File: src/include/status_reg_pkg.sv
// Purpose: Shared constants for the serial NAND status and drive-strength feature registers.
// Assumes: One system clock; serial link pins are sampled, not used as a clock.
// Notes: Opcodes, feature addresses, status bit positions and reset values live here.
package status_reg_pkg;

  ////////////////////////////////////////////////////////////////////////////////
  // Serial opcodes understood by this block.
  localparam logic [7:0] OPC_WR_ENABLE = 8'h06;  // Arms the write latch.
  localparam logic [7:0] OPC_WR_DISABLE = 8'h04;  // Disarms the write latch.
  localparam logic [7:0] OPC_FEAT_GET = 8'h0F;  // Feature read.
  localparam logic [7:0] OPC_FEAT_SET = 8'h1F;  // Feature write.
  localparam logic [7:0] OPC_PAGE_READ = 8'h13;  // Array page read into cache.
  localparam logic [7:0] OPC_COMMIT = 8'h10;  // Cache to array commit.
  localparam logic [7:0] OPC_ERASE = 8'hD8;  // Block erase.
  localparam logic [7:0] OPC_RESET = 8'hFF;  // Stops operations and clears the ECC field and failure flags.

  ////////////////////////////////////////////////////////////////////////////////
  // Feature addresses (register offsets on the serial link).
  localparam logic [7:0] FA_OPERATION_STATUS = 8'hC0;  // Read-only status.
  localparam logic [7:0] FA_OUTPUT_DRIVE = 8'hD0;  // Read/write drive setting.

  ////////////////////////////////////////////////////////////////////////////////
  // Status byte layout.
  localparam int BIT_BUSY = 0;  // Operation in progress.
  localparam int BIT_LATCH = 1;  // Write latch armed.
  localparam int BIT_EFAIL = 2;  // Erase failure.
  localparam int BIT_PFAIL = 3;  // Program failure.
  localparam int ECC_LSB = 4;  // ECC result field occupies 7:4.

  // ECC result encodings.
  localparam logic [3:0] ECC_CLEAN = 4'h0;  // No bit errors.
  localparam logic [3:0] ECC_MAX_FIX = 4'h8;  // Largest corrected count.
  localparam logic [3:0] ECC_UNFIXED = 4'hF;  // Beyond correction capability.

  // Reset value and frame limits.
  localparam logic [7:0] DRIVE_RESET = 8'h00;  // Plain default for drive setting.
  localparam logic [2:0] BIT_LAST = 3'h7;  // Last bit index of a byte.
  localparam logic [1:0] ADDR_BYTES = 2'h3;  // Row address bytes per array command.

  // Array operation kinds handed to the sequencer.
  typedef enum logic [1:0] {
    OP_READ,
    OP_PROGRAM,
    OP_ERASE,
    OP_RESET
  } array_op_t;

endpackage : status_reg_pkg

File: src/logic/nand_status_register.sv
// Purpose: Serial feature-register front end holding the NAND status and drive-strength registers.
// Assumes: Mode 0 serial link, clock far slower than clk_sys; array sequencer on clk_sys.
// Notes: Link pins pass two flops; edges of the serial clock are found by sampling.

////////////////////////////////////////////////////////////////////////////////
module nand_status_register
  import status_reg_pkg::*;
(
  input wire logic clk_sys,
  input wire logic rst,
  input wire logic sck,
  input wire logic cs_n,
  input wire logic si,
  output logic so,
  output logic so_oe_n,
  output logic array_start,
  output array_op_t array_op,
  output logic [23:0] target_row,
  input wire logic target_locked,
  input wire logic array_done,
  input wire logic array_fail,
  input wire logic [3:0] ecc_err_count,
  input wire logic ecc_uncorrectable,
  output logic [7:0] drive_strength
);

  ////////////////////////////////////////////////////////////////////////////////
  // Link synchronisers; only the second stage and later are read by logic.
  logic [1:0] sck_sy_r;  // Serial clock synchroniser.
  logic [1:0] cs_sy_r;  // Select synchroniser.
  logic [1:0] si_sy_r;  // Data-in synchroniser.
  logic sck_d_r;  // Delayed synced clock for edge finding.
  logic cs_d_r;  // Delayed synced select.

  // Sync flops only register the pins.
  always_ff @(posedge clk_sys) begin
    if (rst) begin
      sck_sy_r <= 2'h0;
      cs_sy_r <= 2'h3;
      si_sy_r <= 2'h0;
      sck_d_r <= 1'b0;
      cs_d_r <= 1'b1;
    end else begin
      sck_sy_r <= {sck_sy_r[0], sck};
      cs_sy_r <= {cs_sy_r[0], cs_n};
      si_sy_r <= {si_sy_r[0], si};
      sck_d_r <= sck_sy_r[1];
      cs_d_r <= cs_sy_r[1];
    end
  end

  logic sck_rise;  // Data is sampled here.
  logic sck_fall;  // Data is launched here.
  logic cs_high;  // Link idle.
  logic cs_rise;  // End of a command frame.
  assign sck_rise = sck_sy_r[1] & ~sck_d_r;
  assign sck_fall = ~sck_sy_r[1] & sck_d_r;
  assign cs_high = cs_sy_r[1];
  assign cs_rise = cs_sy_r[1] & ~cs_d_r;

  ////////////////////////////////////////////////////////////////////////////////
  // Maps a raw corrector result onto the reported field.
  function automatic logic [3:0] ecc_code(input logic [3:0] cnt, input logic unfix);
    if (unfix || cnt > ECC_MAX_FIX) begin
      ecc_code = ECC_UNFIXED;
    end else begin
      ecc_code = cnt;
    end
  endfunction : ecc_code

  ////////////////////////////////////////////////////////////////////////////////
  // Frame decoder states.
  typedef enum logic [2:0] {
    ST_CMD,
    ST_ADDR,
    ST_FADDR,
    ST_RD,
    ST_WR,
    ST_SKIP
  } frame_t;

  frame_t st_r, st_nxt;  // Frame position.
  logic [2:0] bit_r, bit_nxt;  // Bit within byte.
  logic [7:0] rx_r, rx_nxt;  // Incoming shift register.
  logic [7:0] cmd_r, cmd_nxt;  // Opcode of the frame.
  logic [1:0] acnt_r, acnt_nxt;  // Row address bytes received.
  logic [7:0] fa_r, fa_nxt;  // Feature address of the frame.
  logic [23:0] row_r, row_nxt;  // Row address being collected.
  logic [7:0] tx_r, tx_nxt;  // Outgoing shift register.
  logic so_r, so_nxt;  // Data-out flop.
  logic oen_r, oen_nxt;  // Data-out enable, low drives.
  logic write_latch_armed_r, write_latch_armed_nxt;  // Write latch.
  logic busy_r, busy_nxt;  // Operation in progress.
  logic pfail_r, pfail_nxt;  // Program failure.
  logic efail_r, efail_nxt;  // Erase failure.
  logic [3:0] ecc_r, ecc_nxt;  // ECC result field.
  logic [7:0] drv_r, drv_nxt;  // Drive-strength register.
  logic start_r, start_nxt;  // Sequencer start pulse.
  array_op_t op_r, op_nxt;  // Operation in flight.
  logic boot_r, boot_nxt;  // Power-on page read pending.
  logic [7:0] byte_in;  // Byte completing on this edge.
  logic [7:0] status;  // Live status byte.

  assign byte_in = {rx_r[6:0], si_sy_r[1]};
  // Bit placement of the status byte.
  assign status = {ecc_r, pfail_r, efail_r, write_latch_armed_r, busy_r};

  ////////////////////////////////////////////////////////////////////////////////
  // Next-state logic for the whole register and frame state.
  always_comb begin
    st_nxt = st_r;
    bit_nxt = bit_r;
    rx_nxt = rx_r;
    cmd_nxt = cmd_r;
    acnt_nxt = acnt_r;
    fa_nxt = fa_r;
    row_nxt = row_r;
    tx_nxt = tx_r;
    so_nxt = so_r;
    oen_nxt = oen_r;
    write_latch_armed_nxt = write_latch_armed_r;
    busy_nxt = busy_r;
    pfail_nxt = pfail_r;
    efail_nxt = efail_r;
    ecc_nxt = ecc_r;
    drv_nxt = drv_r;
    start_nxt = 1'b0;
    op_nxt = op_r;
    boot_nxt = 1'b0;
    // Power-on read of block 0 page 0 fills the ECC field.
    if (boot_r) begin
      row_nxt = 24'h000000;
      busy_nxt = 1'b1;
      ecc_nxt = ECC_CLEAN;
      start_nxt = 1'b1;
      op_nxt = OP_READ;
    end
    if (cs_high) begin
      // Idle link: release data-out and rearm the decoder.
      st_nxt = ST_CMD;
      bit_nxt = 3'h0;
      oen_nxt = 1'b1;
      // Array commands run when the frame closes with a full row address.
      if (cs_rise && st_r == ST_ADDR && acnt_r == ADDR_BYTES && !busy_r) begin
        case (cmd_r)
          OPC_PAGE_READ: begin
            ecc_nxt = ECC_CLEAN;
            busy_nxt = 1'b1;
            start_nxt = 1'b1;
            op_nxt = OP_READ;
          end
          OPC_COMMIT: begin
            pfail_nxt = 1'b0;
            if (write_latch_armed_r) begin
              write_latch_armed_nxt = 1'b0;
              if (target_locked) begin
                pfail_nxt = 1'b1;
              end else begin
                busy_nxt = 1'b1;
                start_nxt = 1'b1;
                op_nxt = OP_PROGRAM;
              end
            end
          end
          OPC_ERASE: begin
            efail_nxt = 1'b0;
            // Without an armed latch the erase is dropped.
            if (write_latch_armed_r) begin
              write_latch_armed_nxt = 1'b0;
              if (target_locked) begin
                efail_nxt = 1'b1;
              end else begin
                busy_nxt = 1'b1;
                start_nxt = 1'b1;
                op_nxt = OP_ERASE;
              end
            end
          end
          default: ;
        endcase
      end
    end else if (sck_rise) begin
      // Sample one bit; act when a byte completes.
      rx_nxt = byte_in;
      bit_nxt = bit_r + 3'h1;
      if (bit_r == BIT_LAST) begin
        case (st_r)
          ST_CMD: begin
            cmd_nxt = byte_in;
            acnt_nxt = 2'h0;
            st_nxt = ST_SKIP;
            case (byte_in)
              OPC_WR_ENABLE: write_latch_armed_nxt = 1'b1;
              OPC_WR_DISABLE: write_latch_armed_nxt = 1'b0;
              OPC_FEAT_GET, OPC_FEAT_SET: st_nxt = ST_FADDR;
              OPC_PAGE_READ, OPC_COMMIT, OPC_ERASE: st_nxt = ST_ADDR;
              OPC_RESET: begin
                // Reset clears results and runs as a busy operation.
                ecc_nxt = ECC_CLEAN;
                pfail_nxt = 1'b0;
                efail_nxt = 1'b0;
                busy_nxt = 1'b1;
                start_nxt = 1'b1;
                op_nxt = OP_RESET;
              end
              default: ;
            endcase
          end
          ST_ADDR: begin
            row_nxt = {row_r[15:0], byte_in};
            if (acnt_r != ADDR_BYTES) begin
              acnt_nxt = acnt_r + 2'h1;
            end
          end
          ST_FADDR: begin
            fa_nxt = byte_in;
            st_nxt = (cmd_r == OPC_FEAT_GET) ? ST_RD : ST_WR;
          end
          ST_WR: begin
            // Only the drive register is writable; status ignores writes.
            if (fa_r == FA_OUTPUT_DRIVE) begin
              drv_nxt = byte_in;
            end
            st_nxt = ST_SKIP;
          end
          default: ;
        endcase
      end
    end else if (sck_fall && st_r == ST_RD) begin
      // Each new byte reloads live state, so polling sees fresh status.
      oen_nxt = 1'b0;
      if (bit_r == 3'h0) begin
        case (fa_r)
          FA_OPERATION_STATUS: tx_nxt = status;
          FA_OUTPUT_DRIVE: tx_nxt = drv_r;
          default: tx_nxt = 8'h00;
        endcase
      end else begin
        tx_nxt = tx_r;
      end
      so_nxt = tx_nxt[7];
      tx_nxt = {tx_nxt[6:0], 1'b0};
    end
    // Completion comes last, so a result landing on the same edge as a reset command
    // wins over its clear, and a start on that edge keeps the busy flag up.
    if (busy_r && array_done) begin
      busy_nxt = start_nxt;
      case (op_r)
        OP_READ: ecc_nxt = ecc_code(ecc_err_count, ecc_uncorrectable);
        OP_PROGRAM: if (array_fail) pfail_nxt = 1'b1;
        OP_ERASE: if (array_fail) efail_nxt = 1'b1;
        default: ;
      endcase
    end
  end

  // Registers for the state above; boot flag catches the first cycle after reset.
  always_ff @(posedge clk_sys) begin
    if (rst) begin
      st_r <= ST_CMD;
      bit_r <= 3'h0;
      rx_r <= 8'h00;
      cmd_r <= 8'h00;
      acnt_r <= 2'h0;
      fa_r <= 8'h00;
      row_r <= 24'h000000;
      tx_r <= 8'h00;
      so_r <= 1'b0;
      oen_r <= 1'b1;
      write_latch_armed_r <= 1'b0;
      busy_r <= 1'b0;
      pfail_r <= 1'b0;
      efail_r <= 1'b0;
      ecc_r <= ECC_CLEAN;
      drv_r <= DRIVE_RESET;
      start_r <= 1'b0;
      op_r <= OP_READ;
      boot_r <= 1'b1;
    end else begin
      st_r <= st_nxt;
      bit_r <= bit_nxt;
      rx_r <= rx_nxt;
      cmd_r <= cmd_nxt;
      acnt_r <= acnt_nxt;
      fa_r <= fa_nxt;
      row_r <= row_nxt;
      tx_r <= tx_nxt;
      so_r <= so_nxt;
      oen_r <= oen_nxt;
      write_latch_armed_r <= write_latch_armed_nxt;
      busy_r <= busy_nxt;
      pfail_r <= pfail_nxt;
      efail_r <= efail_nxt;
      ecc_r <= ecc_nxt;
      drv_r <= drv_nxt;
      start_r <= start_nxt;
      op_r <= op_nxt;
      boot_r <= boot_nxt;
    end
  end

  assign so = so_r;
  assign so_oe_n = oen_r;
  assign array_start = start_r;
  assign array_op = op_r;
  assign target_row = row_r;
  assign drive_strength = drv_r;

  logic exec_now;  // Frame close with a full address while idle.
  assign exec_now = cs_rise && st_r == ST_ADDR && acnt_r == ADDR_BYTES && !busy_r;
endmodule : nand_status_register

File: config.mk
export PLATFORM = sky130hd
export DESIGN_NAME = nand_status_register
export DESIGN_NICKNAME = d
export VERILOG_FILES = /design/src/include/status_reg_pkg.sv /design/src/logic/nand_status_register.sv
export SDC_FILE = /design/constraint.sdc
export NUM_CORES = 1
export LEC_CHECK = 0
export BUFFER_PORTS_ARGS = -buffer_cell sky130_fd_sc_hd__clkbuf_2
export CAP_MARGIN = 20
export CORE_MARGIN = 8
export CORE_UTILIZATION = 60
export DETAILED_ROUTE_END_ITERATION = 16
export PLACE_DENSITY = 0.82
export SYNTH_ARGS = -nofsm -noshare
export SYNTH_HDL_FRONTEND = slang
export SYNTH_SLANG_ARGS = --single-unit
export TNS_END_PERCENT = 50
File: constraint.sdc
create_clock -name clk_sys -period 5.5 [get_ports clk_sys]
set_input_delay 0.275 -clock clk_sys [delete_from_list [all_inputs] [get_ports clk_sys]]
set_output_delay 0.275 -clock clk_sys [all_outputs]
set_load 0.03 [all_outputs]
==> run summary <==
WHS Endpoint -> cs_sy_r[0]$_SDFF_PP1_
Mapped Area -> 0.00410 mm2
core area -> 0.00672 mm2
Worst-Skew Late Latency -> 370 ps
Final #Nets -> 488
critical path depth -> 6
EDFF count, synth -> 0
first-pass iteration count of the detailed router -> 5
worst r2r src -> bit_r[0]$_SDFFE_PP0P_
CP Buf/Inv Count -> 0
post-synthesis register bit count -> 92
Worst Skew -> 11.2 ps
Syn. warnings -> 0
most frequent CP cell -> ha_1
Via Count -> 3420
worst hold path type -> primary input to flip-flop
total length of routed wires -> 9690 um
Vias/cell -> 6.15
pin count of the biggest net entering global routing -> 79
number of port buffers -> 49
Peak VDD IR -> 0.189 mV
Initial Utilization -> 0.611
R2R cell count -> 6
most common cell after layout, fill and taps aside -> dfxtp_1
critical path capture point type -> flip-flop
CP required -> 5760 ps
part of the cycle the worst path needs -> 0.407
gpl congestion -> 0.836
Detailed Place HPWL -> 6490 um
Worst Path Arrival -> 2500 ps
Post-Synth XOR/XNOR Area -> 0.00427
vias in the first global route -> 3253
setup_tns -> 0 ps
worst reg-to-reg setup slack -> 3260 ps
Worst path slowest cell -> nor2_4
critical path fanouts, max -> 16
startpoint type of the worst setup path -> flip-flop
# H-tree levels -> 3
Filler Cells Inserted -> 532
RSZ-0062 raised after global routing -> no
top cell type's share of synthesized area -> 0.449
hold buffers post-CTS -> 0
# setup viols final -> 0
CTS tree -> done
CP Class -> flip-flop to flip-flop
Leak Pwr -> 1.60 nW
Die Ht -> 98.7 um
syn avg cell area -> 9.26 um2
wire per inst -> 17.4 um
Synth Area in Compound Gates -> 0.169
Worst Max-Slew Pin Slew -> 787 ps
Die Area -> 0.00974 mm2
row count -> 30
Sink Count -> 92
DRT antenna net count -> 0
main combinational cell family by area after synthesis -> simple AND/OR/NAND/NOR gates
Total GRT Usage -> 0.203
Worst-path clk slew -> 90 ps
diode count -> 0
synth unique cells -> 62
Reg area -> 0.00184 mm2
Mapped Cells -> 443
Hold Fails Final Rpt -> 0
DR iter-0 viols -> 267
worst path cell trace -> ha_1, ha_1, nand4bb_1, nor2_4, nor3_2, a22o_1
share of post-route cells with drive strength above 1 -> 0.185
Mapped Nets -> 460
mux share of post-synthesis cell area -> 0.0805
crit-path max cell delay -> 470 ps
hold depth -> 2
Post-Synth Simple-Gate Area -> 0.234
Final min period -> 2240 ps
pwr dens -> 256 mW/mm2
total CTS buffers -> 9
most frequent cells in the layout -> dfxtp_1, clkbuf_2, nor2_1
Hold Path Origin -> cs_n
adder-cell area share of the yosys netlist -> 0.0122
Reg-to-Reg End -> target_row[0]$_SDFF_PP0_
Area growth syn-to-layout -> 9.30%
max-cap violations -> 0
Synth area leader -> dfxtp_1
ys flop type -> dfxtp_1
Post-synth ARST share -> 0
outcome -> completed
Slew Limit Fails -> 0
die span in x -> 98.7 um
Worst slew margin -> 0.475
clock tree buffer depth -> 2
critical path's top delay family -> simple AND/OR/NAND/NOR gates
Hold WS -> 92.8 ps
Max Clk Rate -> 446 MHz
largest cells by area after synthesis -> dfxtp_1, mux2i_1, nor2_1
initial antenna violation count -> 0
grt ovf -> 0
Root Driver -> clkbuf_8
setup bufs post-CTS -> 0
area occupied by multi-input gates -> 0.00205 mm2
first-pass GRT wire length -> 16200 um
post_cts resized -> 0
Top Ports -> 50
sequential share of the synthesized area -> 0.449
# DRC -> 0
[stage by stage]
stage | power (mW) | utilization | std cells | instance area [um2] | setup WS, ps
2_1_floorplan | 0.713 | - | 443 | 4100 | 3690
3_3_place_gp | 0.724 | 0.639 | 540 | 4300 | 3420
3_5_place_dp | 0.725 | 0.639 | 540 | 4300 | 3320
4_1_cts | 1.15 | 0.668 | 556 | 4490 | 3310
5_1_grt | 1.19 | 0.668 | 556 | 4490 | 3080
6_report | 1.15 | 0.668 | 556 | 4490 | 3260
[Yosys cell counts (3+ instances only)]
cell       count
dfxtp_1       92
nand2b_1       7
nor2_1        45
nor3_1         4
nor3b_1        5
inv_1          9
mux2i_1       33
nand2_1       26
a21oi_1       30
a31oi_1       10
ha_1           4
and3_1         3
a2bb2oi_1      7
o211ai_1       3
nor2b_1        7
buf_2         19
clkbuf_1      10
or2_2          4
a22o_1        10
nand3_1       30
and4bb_2       3
buf_4          4
o21ai_0       16
nand4bb_1      3
a211oi_1      12
[state kept, by name, indices dropped and copies added (netlist names), 3 cells and up]
register,cells
cmd_r,8
st_r,3
bit_r,3
fa_r,8
tx_r,7
target_row,24
ecc_r,4
rx_r,7
drive_strength,8
[cell families after synthesis]
logic type,Yosys count
buf+inv,45
xor+xnor,2
simple gates,164
flops,92
compound gates,103
mux,33
fa+ha+maj,4
[metal layers]
metal / routed length (um) / track usage / part of all wire
met4: 193 / 0.103 / 0.020
met5: 0 / 0 / 0
met1: 4430 / 0.255 / 0.46
met2: 4630 / 0.325 / 0.48
met3: 446 / 0.0388 / 0.046
[power breakdown]
part / switching [mW] / internal (mW)
combinational: 0.0213 / 0.0123
sequential: 0.00545 / 0.671
clock: 0.261 / 0.176
[worst max-delay path by stage]
stage	startpoint	endpoint	slack, ps
after global routing	bit_r[0]$_SDFFE_PP0P_	target_row[19]$_SDFF_PP0_	3080
after detailed placement	bit_r[0]$_SDFFE_PP0P_	target_row[11]$_SDFF_PP0_	3320
final	bit_r[0]$_SDFFE_PP0P_	target_row[0]$_SDFF_PP0_	3260
after CTS	bit_r[0]$_SDFFE_PP0P_	target_row[0]$_SDFF_PP0_	3310
after floorplan	bit_r[0]$_SDFFE_PP0P_	efail_r$_SDFF_PP0_	3690
after global placement	bit_r[0]$_SDFFE_PP0P_	target_row[17]$_SDFF_PP0_	3420
[worst register-to-register path: cells and delay by family, from the launching register on]
kind / cells / cell delay (ps)
compound gates: 1 / 280
fa+ha+maj: 2 / 430
flops: 1 / 380
simple gates: 3 / 1040
[area by class of cell]
type | count | share of cell area
clock buffers | 9 | 0.0276
clock inverters | 7 | 0.0145
inverters | 11 | 0.00921
multi-input cells | 306 | 0.458
flip-flops and latches | 92 | 0.411
well taps | 80 | 0.0223
repair buffers | 51 | 0.0580
Power figures use the tool's default switching activity.
